==> config.mk <==
export PLATFORM = sky130hd
export DESIGN_NAME = fbp_flash_ctrl
export DESIGN_NICKNAME = d
export VERILOG_FILES = /design/src/design/fbp_pkg.sv /design/src/design/fbp_prot_decode.sv /design/src/design/fbp_row_buffer.sv /design/src/design/fbp_flash_ctrl.sv
export VERILOG_INCLUDE_DIRS = /design/src /design/src/design
export SDC_FILE = /design/constraint.sdc
export NUM_CORES = 1
export LEC_CHECK = 0
export BUFFER_PORTS_ARGS = -buffer_cell sky130_fd_sc_hd__buf_2
export CORE_ASPECT_RATIO = 0.7
export CORE_UTILIZATION = 45
export DETAILED_ROUTE_END_ITERATION = 8
export SLEW_MARGIN = 20
export SYNTH_ARGS = -nofsm -noshare
export SYNTH_HDL_FRONTEND = slang
export SYNTH_SLANG_ARGS = --single-unit
==> constraint.sdc <==
create_clock -name core_clk_in -period 6.3 [get_ports core_clk_in]
set_clock_uncertainty 0.2 [all_clocks]
set_input_delay 0.315 -clock core_clk_in [delete_from_list [all_inputs] [get_ports core_clk_in]]
set_output_delay 0.315 -clock core_clk_in [all_outputs]
set_load 0.03 [all_outputs]
==> src/design/fbp_defines.svh <==
// Constants for the second-bank flash protect and program/erase controller
`ifndef FBP_DEFINES_SVH
`define FBP_DEFINES_SVH

// Register byte offsets (word aligned); array window selected by address bit 16
`define FBP_OFS_CONTROL      16'h0000
`define FBP_OFS_PROTECT      16'h0004
`define FBP_OFS_STATUS       16'h0008
`define FBP_ARRAY_SEL_BIT    16

// Control register fields
`define FBP_BIT_PGM          0
`define FBP_BIT_ERASE        1
`define FBP_BIT_MASS         2
`define FBP_BIT_HIGH_VOLTAGE_ENABLE         3

// Status register fields
`define FBP_ST_STATE_LSB     0
`define FBP_ST_STATE_MSB     4
`define FBP_BIT_ROW_FAIL     5
`define FBP_BIT_REFUSED      6
`define FBP_BIT_NVS_DONE     7
`define FBP_BIT_STANDBY      8

// Protect decode
`define FBP_PROT_NONE        8'hff
`define FBP_PROT_CLAMP_MAX   8'h08
`define FBP_ARRAY_FIRST      16'h0462
`define FBP_ARRAY_LAST       16'h7fff
`define FBP_PAGE_BITS        7
`define FBP_ROW_BITS         6
`define FBP_ROW_DEPTH        64
`define FBP_PROT_RESET       8'h00

// Timing: least non-volatile setup time before high voltage may be set
`define FBP_CLK_PERIOD_NS    5
`define FBP_T_NVS_NS         10000
`define FBP_NVS_CYCLES       ((`FBP_T_NVS_NS + `FBP_CLK_PERIOD_NS - 1) / `FBP_CLK_PERIOD_NS)
`define FBP_NVS_W            12

`endif

==> src/design/fbp_pkg.sv <==
// Types shared by the flash protect and program/erase controller
package fbp_pkg;

	typedef enum logic [4:0] {
		FBP_IDLE    = 5'h01,
		FBP_ARMED   = 5'h02,
		FBP_CHECKED = 5'h04,
		FBP_LATCHED = 5'h08,
		FBP_HV      = 5'h10
	} fbp_state_t;

	typedef logic [15:0] fbp_addr_t;
	typedef logic [7:0]  fbp_byte_t;

endpackage

==> src/design/fbp_prot_decode.sv <==
// Protect start address decode and range compare
`timescale 1ns/1ps
`include "fbp_defines.svh"

module fbp_prot_decode (
	input  wire logic            [7:0] prot_value_in,
	input  wire fbp_pkg::fbp_addr_t    addr_in,
	output      fbp_pkg::fbp_addr_t    start_addr_out,
	output      logic                  protected_out
);
	import fbp_pkg::*;

	fbp_addr_t raw_start;

	always_comb begin
		// Value supplies address bits 14..7; 15 and 6..0 are zero
		raw_start = {1'b0, prot_value_in, {`FBP_PAGE_BITS{1'b0}}};
		// Low values clamp to the first array location
		if (prot_value_in <= `FBP_PROT_CLAMP_MAX) begin
			start_addr_out = `FBP_ARRAY_FIRST;
		end else begin
			start_addr_out = raw_start;
		end
		// Range runs to the bank top; all ones protects nothing, holes ignored
		protected_out = (prot_value_in != `FBP_PROT_NONE) &&
			(addr_in >= start_addr_out) && (addr_in <= `FBP_ARRAY_LAST);
	end

endmodule

==> src/design/fbp_row_buffer.sv <==
// One-row program data buffer with registered read data
`timescale 1ns/1ps
`include "fbp_defines.svh"

module fbp_row_buffer (
	input  wire logic                       core_clk_in,
	input  wire logic                       wr_en_in,
	input  wire logic [`FBP_ROW_BITS-1:0]   wr_addr_in,
	input  wire fbp_pkg::fbp_byte_t         wr_data_in,
	input  wire logic [`FBP_ROW_BITS-1:0]   rd_addr_in,
	output      fbp_pkg::fbp_byte_t         rd_data_out
);
	import fbp_pkg::*;

	fbp_byte_t mem [`FBP_ROW_DEPTH];

	always_ff @(posedge core_clk_in) begin
		if (wr_en_in) begin
			mem[wr_addr_in] <= wr_data_in;
		end
	end

	// Write-through so the byte being programmed appears next cycle
	always_ff @(posedge core_clk_in) begin
		if (wr_en_in) begin
			rd_data_out <= wr_data_in;
		end else begin
			rd_data_out <= mem[rd_addr_in];
		end
	end

endmodule

==> src/design/fbp_flash_ctrl.sv <==
// Second-bank flash controller: protect decode, program/erase sequencing, APB slave
//
// Added by the designer: the APB slave port and the address map.
`timescale 1ns/1ps
`include "fbp_defines.svh"
module fbp_flash_ctrl (
	input  wire logic                core_clk_in,
	input  wire logic                rstn_in,
	input  wire logic                psel_in,
	input  wire logic                penable_in,
	input  wire logic                pwrite_in,
	input  wire logic [16:0]         paddr_in,
	input  wire logic [31:0]         pwdata_in,
	output      logic [31:0]         prdata_out,
	output      logic                pready_out,
	output      logic                pslverr_out,
	input  wire logic [7:0]          prot_value_in,
	input  wire logic                prot_reload_in,
	input  wire logic                vector_erase_in,
	input  wire logic                wait_mode_in,
	input  wire logic                stop_mode_in,
	output      logic                array_prog_out,
	output      logic                array_erase_out,
	output      logic                array_mass_out,
	output      logic                high_voltage_out,
	output      fbp_pkg::fbp_addr_t  array_addr_out,
	output      fbp_pkg::fbp_byte_t  array_data_out,
	output      logic                array_wr_out,
	output      logic                standby_out
);
	import fbp_pkg::*;
	fbp_state_t             state, next_state;
	logic                   program_select, erase, mass, high_voltage_enable;
	logic                   next_program_select, next_erase, next_mass, next_high_voltage_enable;
	logic [7:0]             bank2_protect_start;
	fbp_addr_t              latched_addr, prot_start;
	logic                   prot_loaded, target_protected, hv_blocked, hv_request;
	logic                   hv_accept, interlock_refuse, nvs_done, row_fail, refused;
	logic [`FBP_NVS_W-1:0]  nvs_count;
	logic                   low_power, acc, wr, rd, is_array, sel_ctrl, sel_prot, sel_stat;
	logic                   arr_wr, byte_write, row_miss;
	fbp_byte_t              row_rdata;
	logic [31:0]            rd_word;
	function automatic logic [9:0] row_of(input fbp_addr_t a);
		row_of = a[15:`FBP_ROW_BITS];
	endfunction
	function automatic logic [15:0] reg_ofs(input logic [16:0] a);
		reg_ofs = a[15:0];
	endfunction
	// APB decode; the transfer completes at the edge where pready is high
	assign acc      = psel_in && penable_in && pready_out;
	assign wr       = acc && pwrite_in;
	assign rd       = acc && !pwrite_in;
	assign is_array = paddr_in[`FBP_ARRAY_SEL_BIT];
	assign sel_ctrl = !is_array && (reg_ofs(paddr_in) == `FBP_OFS_CONTROL);
	assign sel_prot = !is_array && (reg_ofs(paddr_in) == `FBP_OFS_PROTECT);
	assign sel_stat = !is_array && (reg_ofs(paddr_in) == `FBP_OFS_STATUS);
	assign arr_wr   = wr && is_array;
	assign low_power = wait_mode_in || stop_mode_in;
	fbp_prot_decode u_decode (
		.prot_value_in  (bank2_protect_start),
		.addr_in        (latched_addr),
		.start_addr_out (prot_start),
		.protected_out  (target_protected)
	);
	// Mass erase needs a fully unprotected bank, otherwise the target decides
	assign hv_blocked = (erase && mass) ? (bank2_protect_start != `FBP_PROT_NONE)
		: target_protected;
	assign hv_request = wr && sel_ctrl && pwdata_in[`FBP_BIT_HIGH_VOLTAGE_ENABLE] && !high_voltage_enable;
	assign hv_accept  = hv_request && (state == FBP_LATCHED) && nvs_done && !hv_blocked
		&& (program_select || erase);
	assign interlock_refuse = wr && sel_ctrl && pwdata_in[`FBP_BIT_PGM]
		&& pwdata_in[`FBP_BIT_ERASE];
	// Program writes in high voltage must stay inside the latched row
	assign byte_write = arr_wr && (state == FBP_HV) && program_select;
	assign row_miss   = byte_write && (row_of(paddr_in[15:0]) != row_of(latched_addr));
	always_comb begin
		next_program_select = program_select;
		next_erase          = erase;
		next_mass           = mass;
		next_high_voltage_enable           = high_voltage_enable;
		if (wr && sel_ctrl) begin
			// Both requested at once: keep the present selection
			if (!interlock_refuse) begin
				next_program_select = pwdata_in[`FBP_BIT_PGM];
				next_erase          = pwdata_in[`FBP_BIT_ERASE];
			end
			next_mass = pwdata_in[`FBP_BIT_MASS];
			if (!pwdata_in[`FBP_BIT_HIGH_VOLTAGE_ENABLE]) begin
				next_high_voltage_enable = 1'b0;
			end else if (hv_accept) begin
				next_high_voltage_enable = 1'b1;
			end
		end
	end
	// Control bits; reset leaves no high-voltage operation active
	always_ff @(posedge core_clk_in or negedge rstn_in) begin
		if (!rstn_in) begin
			program_select      <= 1'b0;
			erase               <= 1'b0;
			mass                <= 1'b0;
			high_voltage_enable <= 1'b0;
		end else begin
			program_select      <= next_program_select;
			erase               <= next_erase;
			mass                <= next_mass;
			high_voltage_enable <= next_high_voltage_enable;
		end
	end
	// Sequence tracker: select, protect read, latch write, then high voltage
	always_comb begin
		next_state = state;
		case (state)
			FBP_IDLE: begin
				if (next_program_select || next_erase) begin
					next_state = FBP_ARMED;
				end
			end
			FBP_ARMED: begin
				if (rd && sel_prot) begin
					next_state = FBP_CHECKED;
				end
			end
			FBP_CHECKED: begin
				if (arr_wr) begin
					next_state = FBP_LATCHED;
				end
			end
			FBP_LATCHED: begin
				if (next_high_voltage_enable) begin
					next_state = FBP_HV;
				end
			end
			FBP_HV: begin
				if (!next_high_voltage_enable) begin
					next_state = FBP_IDLE;
				end
			end
			default: begin
				next_state = FBP_IDLE;
			end
		endcase
		if (state != FBP_HV && !next_program_select && !next_erase) begin
			next_state = FBP_IDLE;
		end
	end
	always_ff @(posedge core_clk_in or negedge rstn_in) begin
		if (!rstn_in) begin
			state <= FBP_IDLE;
		end else begin
			state <= next_state;
		end
	end
	// First array write after the protect read latches the target
	always_ff @(posedge core_clk_in or negedge rstn_in) begin
		if (!rstn_in) begin
			latched_addr <= `FBP_ARRAY_FIRST;
		end else if (state == FBP_CHECKED && arr_wr) begin
			latched_addr <= paddr_in[15:0];
		end
	end
	always_ff @(posedge core_clk_in or negedge rstn_in) begin
		if (!rstn_in) begin
			nvs_count <= '0;
		end else if (state != FBP_LATCHED) begin
			nvs_count <= '0;
		end else if (!nvs_done) begin
			nvs_count <= nvs_count + 1'b1;
		end
	end
	assign nvs_done = (nvs_count >= `FBP_NVS_W'(`FBP_NVS_CYCLES));
	// Protect value copy; taken after reset, reloaded on request
	always_ff @(posedge core_clk_in or negedge rstn_in) begin
		if (!rstn_in) begin
			bank2_protect_start <= `FBP_PROT_RESET;
			prot_loaded         <= 1'b0;
		end else begin
			prot_loaded <= 1'b1;
			if (vector_erase_in) begin
				bank2_protect_start <= `FBP_PROT_NONE;
			end else if (!prot_loaded || prot_reload_in) begin
				bank2_protect_start <= prot_value_in;
			end
		end
	end
	// Sticky error flags; a new event wins over a write-one clear
	always_ff @(posedge core_clk_in or negedge rstn_in) begin
		if (!rstn_in) begin
			row_fail <= 1'b0;
			refused  <= 1'b0;
		end else begin
			if (row_miss) begin
				row_fail <= 1'b1;
			end else if (wr && sel_stat && pwdata_in[`FBP_BIT_ROW_FAIL]) begin
				row_fail <= 1'b0;
			end
			if ((hv_request && !hv_accept) || interlock_refuse) begin
				refused <= 1'b1;
			end else if (wr && sel_stat && pwdata_in[`FBP_BIT_REFUSED]) begin
				refused <= 1'b0;
			end
		end
	end
	fbp_row_buffer u_row (
		.core_clk_in (core_clk_in),
		.wr_en_in    (byte_write && !row_miss),
		.wr_addr_in  (paddr_in[`FBP_ROW_BITS-1:0]),
		.wr_data_in  (pwdata_in[7:0]),
		.rd_addr_in  (paddr_in[`FBP_ROW_BITS-1:0]),
		.rd_data_out (row_rdata)
	);
	// Array drive; wait or stop forces standby with controls inactive
	always_ff @(posedge core_clk_in or negedge rstn_in) begin
		if (!rstn_in) begin
			array_prog_out   <= 1'b0;
			array_erase_out  <= 1'b0;
			array_mass_out   <= 1'b0;
			high_voltage_out <= 1'b0;
			array_wr_out     <= 1'b0;
			array_addr_out   <= `FBP_ARRAY_FIRST;
			standby_out      <= 1'b0;
		end else begin
			array_prog_out   <= program_select && !low_power;
			array_erase_out  <= erase && !low_power;
			array_mass_out   <= erase && mass && !low_power;
			high_voltage_out <= high_voltage_enable && !low_power;
			array_wr_out     <= byte_write && !row_miss && !low_power;
			standby_out      <= low_power;
			if ((byte_write && !row_miss) || (state == FBP_CHECKED && arr_wr)) begin
				array_addr_out <= paddr_in[15:0];
			end
		end
	end
	assign array_data_out = row_rdata;
	always_comb begin
		rd_word = '0;
		if (is_array) begin
			rd_word[7:0] = row_rdata;
		end else if (sel_ctrl) begin
			rd_word[`FBP_BIT_PGM]   = program_select;
			rd_word[`FBP_BIT_ERASE] = erase;
			rd_word[`FBP_BIT_MASS]  = mass;
			rd_word[`FBP_BIT_HIGH_VOLTAGE_ENABLE]  = high_voltage_enable;
		end else if (sel_prot) begin
			rd_word[7:0] = bank2_protect_start;
		end else if (sel_stat) begin
			rd_word[`FBP_ST_STATE_MSB:`FBP_ST_STATE_LSB] = state;
			rd_word[`FBP_BIT_ROW_FAIL] = row_fail;
			rd_word[`FBP_BIT_REFUSED]  = refused;
			rd_word[`FBP_BIT_NVS_DONE] = nvs_done;
			rd_word[`FBP_BIT_STANDBY]  = low_power;
		end
	end
	// One wait state; read data and error are registered with pready
	always_ff @(posedge core_clk_in or negedge rstn_in) begin
		if (!rstn_in) begin
			pready_out  <= 1'b0;
			prdata_out  <= '0;
			pslverr_out <= 1'b0;
		end else begin
			pready_out  <= psel_in && penable_in && !pready_out;
			if (psel_in && penable_in && !pready_out) begin
				prdata_out  <= pwrite_in ? 32'h0000_0000 : rd_word;
				pslverr_out <= !is_array && !sel_ctrl && !sel_prot && !sel_stat;
			end else begin
				pslverr_out <= 1'b0;
			end
		end
	end
endmodule

==> flow_metrics.py <==
metrics = {
    "run_status": {
        "status": "complete, no violations",
    },
    "pwr": {
        "switching_power_mw": 1.721,
        "p_comb_share_pct": 5.9,
        "power_mw": 7.862,
        "p_sw_share_pct": 21.89,
        "p_leak_nw": 9.507,
        "p_clk_share_pct": 38.8,
        "pwr-share-seq_pct": 55.2,
        "vdd_drop_max_v": 0.0002050,
        "intPower_mw": 6.141,
        "power_density_nw_per_um2": 286.3,
    },
    "logic_synthesis": {
        "syn-cell-area_um2": 24550,
        "ys_seq_area_share_pct": 71.42,
        "ys.flop_type": "edfxtp_1",
        "ys_ff_latch": 599,
        "synth_enable_flop_cells": 512,
        "yosysUniqueCellTypes": 71,
        "ys_async_sr_fraction_pct": 13.52,
        "synth.most_common_cell": "edfxtp_1",
        "synth.area.top_cells": "edfxtp_1, mux4_2, dfrtp_1",
        "synth_top_area_share_pct": 62.63,
        "synth_common_cells": "edfxtp_1, nor2_1, mux4_2",
        "syn_area_per_cell_um2": 17.08,
        "yosysWarnings": 0,
        "synth_top_area_cell": "edfxtp_1",
        "synthesis.instances": 1437,
    },
    "floorplanning": {
        "start_util_pct": 45.60,
        "die-width_um": 281.2,
        "dieArea_um2": 55510,
        "die_y_um": 197.4,
        "row_count": 71,
        "io_pins": 130,
        "fp.coreArea_um2": 53830,
    },
    "critical_path": {
        "cp-start-kind": "register",
        "critPathMaxStageDelay_ns": 0.86,
        "cp_common_cell": "a22oi_1",
        "cp_data_required_time_ns": 5.78,
        "path_class": "register to output pin",
        "cp_slowest_cell": "dfxtp_4",
        "critPathMaxFanout": 92,
        "path_cells": "buf_12, mux4_2, a22oi_1, nand2_1, a22oi_1, o31ai_1, buf_2",
        "ff2ff_path_depth": 7,
        "cp-end-kind": "output pin",
        "worstPathArrival_ns": 3.97,
    },
    "cts": {
        "cts_resized": 0,
        "clkTransAtPathRegs_ns": 0.06,
        "htree_levels": 2,
        "cts_made_buffers": 53,
        "cts.sinks": 599,
        "clk_latency_ns": 0.59,
        "tritoncts": "built",
        "postCtsSetupBuffers": 0,
        "cts_buffer_depth": 3,
        "clock-root-buffer": "clkbuf_16",
    },
    "global_routing": {
        "use_met1_pct": 34.08,
        "grt_pass1_vias": 13223,
        "grt_pass1_wl_mm": 87.98,
        "grtUsageMet3_pct": 4.695,
        "antenna_found_initial": 1,
        "grt.total_usage_pct": 21.78,
        "grt-ovfl-total": 0,
        "grt_util_met2_pct": 31.16,
        "gr-max-usage-layer": "met1",
        "grt_max_degree": 93,
    },
    "routing": {
        "firstDrtPassIters": 5,
        "avgViaCountPerCell": 5.801,
        "wirelength_mm": 59.17,
        "drt_iter0_markers": 1551,
        "wl_per_cell_um": 25.38,
        "drcViolationCount": 0,
        "ant_nets": 0,
        "vias": 13523,
    },
    "sta": {
        "fin_tns_setup_ns": 0,
        "finalWorstPathRequiredPeriod_ns": 4.486,
        "tightest_slew_ns": 0.9992,
        "fmax_ghz": 0.2229,
        "rsz0062_at_grt": "false",
        "finalSetupViolations": 0,
        "hold_viol": 0,
        "finalCritPeriodShare_pct": 71.20,
        "slew_headroom_pct": 33.39,
        "drv_slew": 0,
    },
    "layout": {
        "seqCellArea_um2": 17540,
        "syn2layout_area_growth_pct": 11.88,
        "final_net_count": 1640,
        "drive_above_1_share_pct": 19.44,
        "multi_input_area_um2": 6410,
        "fillers": 4463,
    },
    "place": {
        "io_buffers": 82,
        "hpwlAfterDp_mm": 37.05,
        "place.gp.congestion": 0.8924,
    },
    "worst_hold_path": {
        "hp-class": "input pin to asynchronous set/reset pin",
    },
    "run": {
        "cap_violations": 0,
    },
}
## layer usage
metal  vias to the layer above  wire, um
met5                         -         0
met4                         0       933
met3                        80      5082
met2                       531     25640
met1                      7044     27520
li1                       5868         -
## logic make-up after synthesis
| group | Yosys count | synth area share, % |
|---|---|---|
| compound gates | 152 | 4.511 |
| fa+ha+maj | 13 | 0.6626 |
| flops | 599 | 71.42 |
| simple gates | 340 | 6.814 |
| xor+xnor | 19 | 0.6779 |
| buf+inv | 107 | 2.803 |
| mux | 205 | 13.08 |
| other cells | 2 | 0.03059 |
## sequential cells by signal (all words and copies together), names as in the netlist, 5 cells and up, named ones only
signal               cells
array_addr_out          16
bank2_protect_start      8
latched_addr            16
nvs_count               12
prdata_out               9
state                    5
u_row.mem              512
## placed cells by master (no fill, tap or decap), drive strengths merged, types with 9 or more instances in the layout
cell,Yosys,final
a211oi,11,11
a21oi,22,22
a22oi,41,41
buf,75,99
clkbuf,14,76
clkinv,1,17
conb,2,24
dfrtp,72,72
dfstp,9,9
dlygate4sd3,0,37
edfxtp,512,512
ha,13,13
inv,17,18
mux2,46,46
mux2i,71,71
mux4,88,88
nand2,68,68
nand2b,9,9
nand3,38,38
nand3b,14,14
nand4,14,14
nor2,118,118
nor2b,28,28
nor4,12,12
o21ai,17,17
xor2,13,13
## final cells by class
type / count / area share, %
flip-flops and latches: 599 / 63.87
clock inverters: 18 / 0.3781
repair buffers: 136 / 3.421
inverters: 18 / 0.2460
multi-input cells: 753 / 23.34
clock buffers: 76 / 5.408
diodes: 1 / 0.009112
well taps: 730 / 3.326
## repair_timing
item / CTS / global route
endpoints found under the setup margin: 0 / 0
hold endpoints to repair: 120 / 0
hold buffers: 37 / 0
## final timing paths
kind / startpoint / end / slack [ns]
worst min-delay path: rstn_in / bank2_protect_start[6]$_DFFE_PN0P_ / 0.19
worst min register to register: prdata_out[1]$_DFFE_PN0P_ / prdata_out[1]$_DFFE_PN0P_ / 0.26
max in group asynchronous: rstn_in / array_addr_out[0]$_DFFE_PN0P_ / 5.22
min in group core_clk_in: pwdata_in[4] / u_row.mem[53][4]$_DFFE_PP_ / 0.20
worst max register to register: state[2]$_DFFE_PN0P_ / u_row.mem[51][7]$_DFFE_PP_ / 2.10
worst max-delay path: register / array_data_out[5] / 1.81
## worst max-delay path: cells and delay by family, from the launching register on
kind	cells	cell delay, ns
multiplexers	1	0.39
buffers and inverters	2	0.78
flip-flops	1	0.86
AND/OR/NAND/NOR	1	0.19
AO/OA/AOI/OAI	3	1.02
## power groups by stage
stage          Combinational (mW)  Sequential [mW]  Clock, mW
3_5_place_dp                0.447             4.43          0
5_1_grt                     0.499             4.34       3.25
4_1_cts                     0.467             4.34       3.10
3_3_place_gp                0.441             4.43          0
6_report                    0.467             4.34       3.05
2_1_floorplan               0.270             4.42          0
## stage by stage
| stage | utilization (%) | hold slack, ns | worst slack, ns | area (um2) | cells |
|---|---|---|---|---|---|
| final | 51.02 | 0.1927 | 1.814 | 27460 | 2331 |
| after global placement | 47.36 | 0.2483 | 2.279 | 25500 | 2199 |
| after global routing | 51.01 | 0.2289 | 1.664 | 27460 | 2330 |
| after CTS | 51.00 | 0.2021 | 1.785 | 27460 | 2330 |
| after detailed placement | 47.36 | 0.2581 | 2.166 | 25500 | 2199 |
| after floorplan | - | -0.1806 | 3.605 | 24630 | 1459 |
Note: power is estimated with default switching activity, not from simulation.
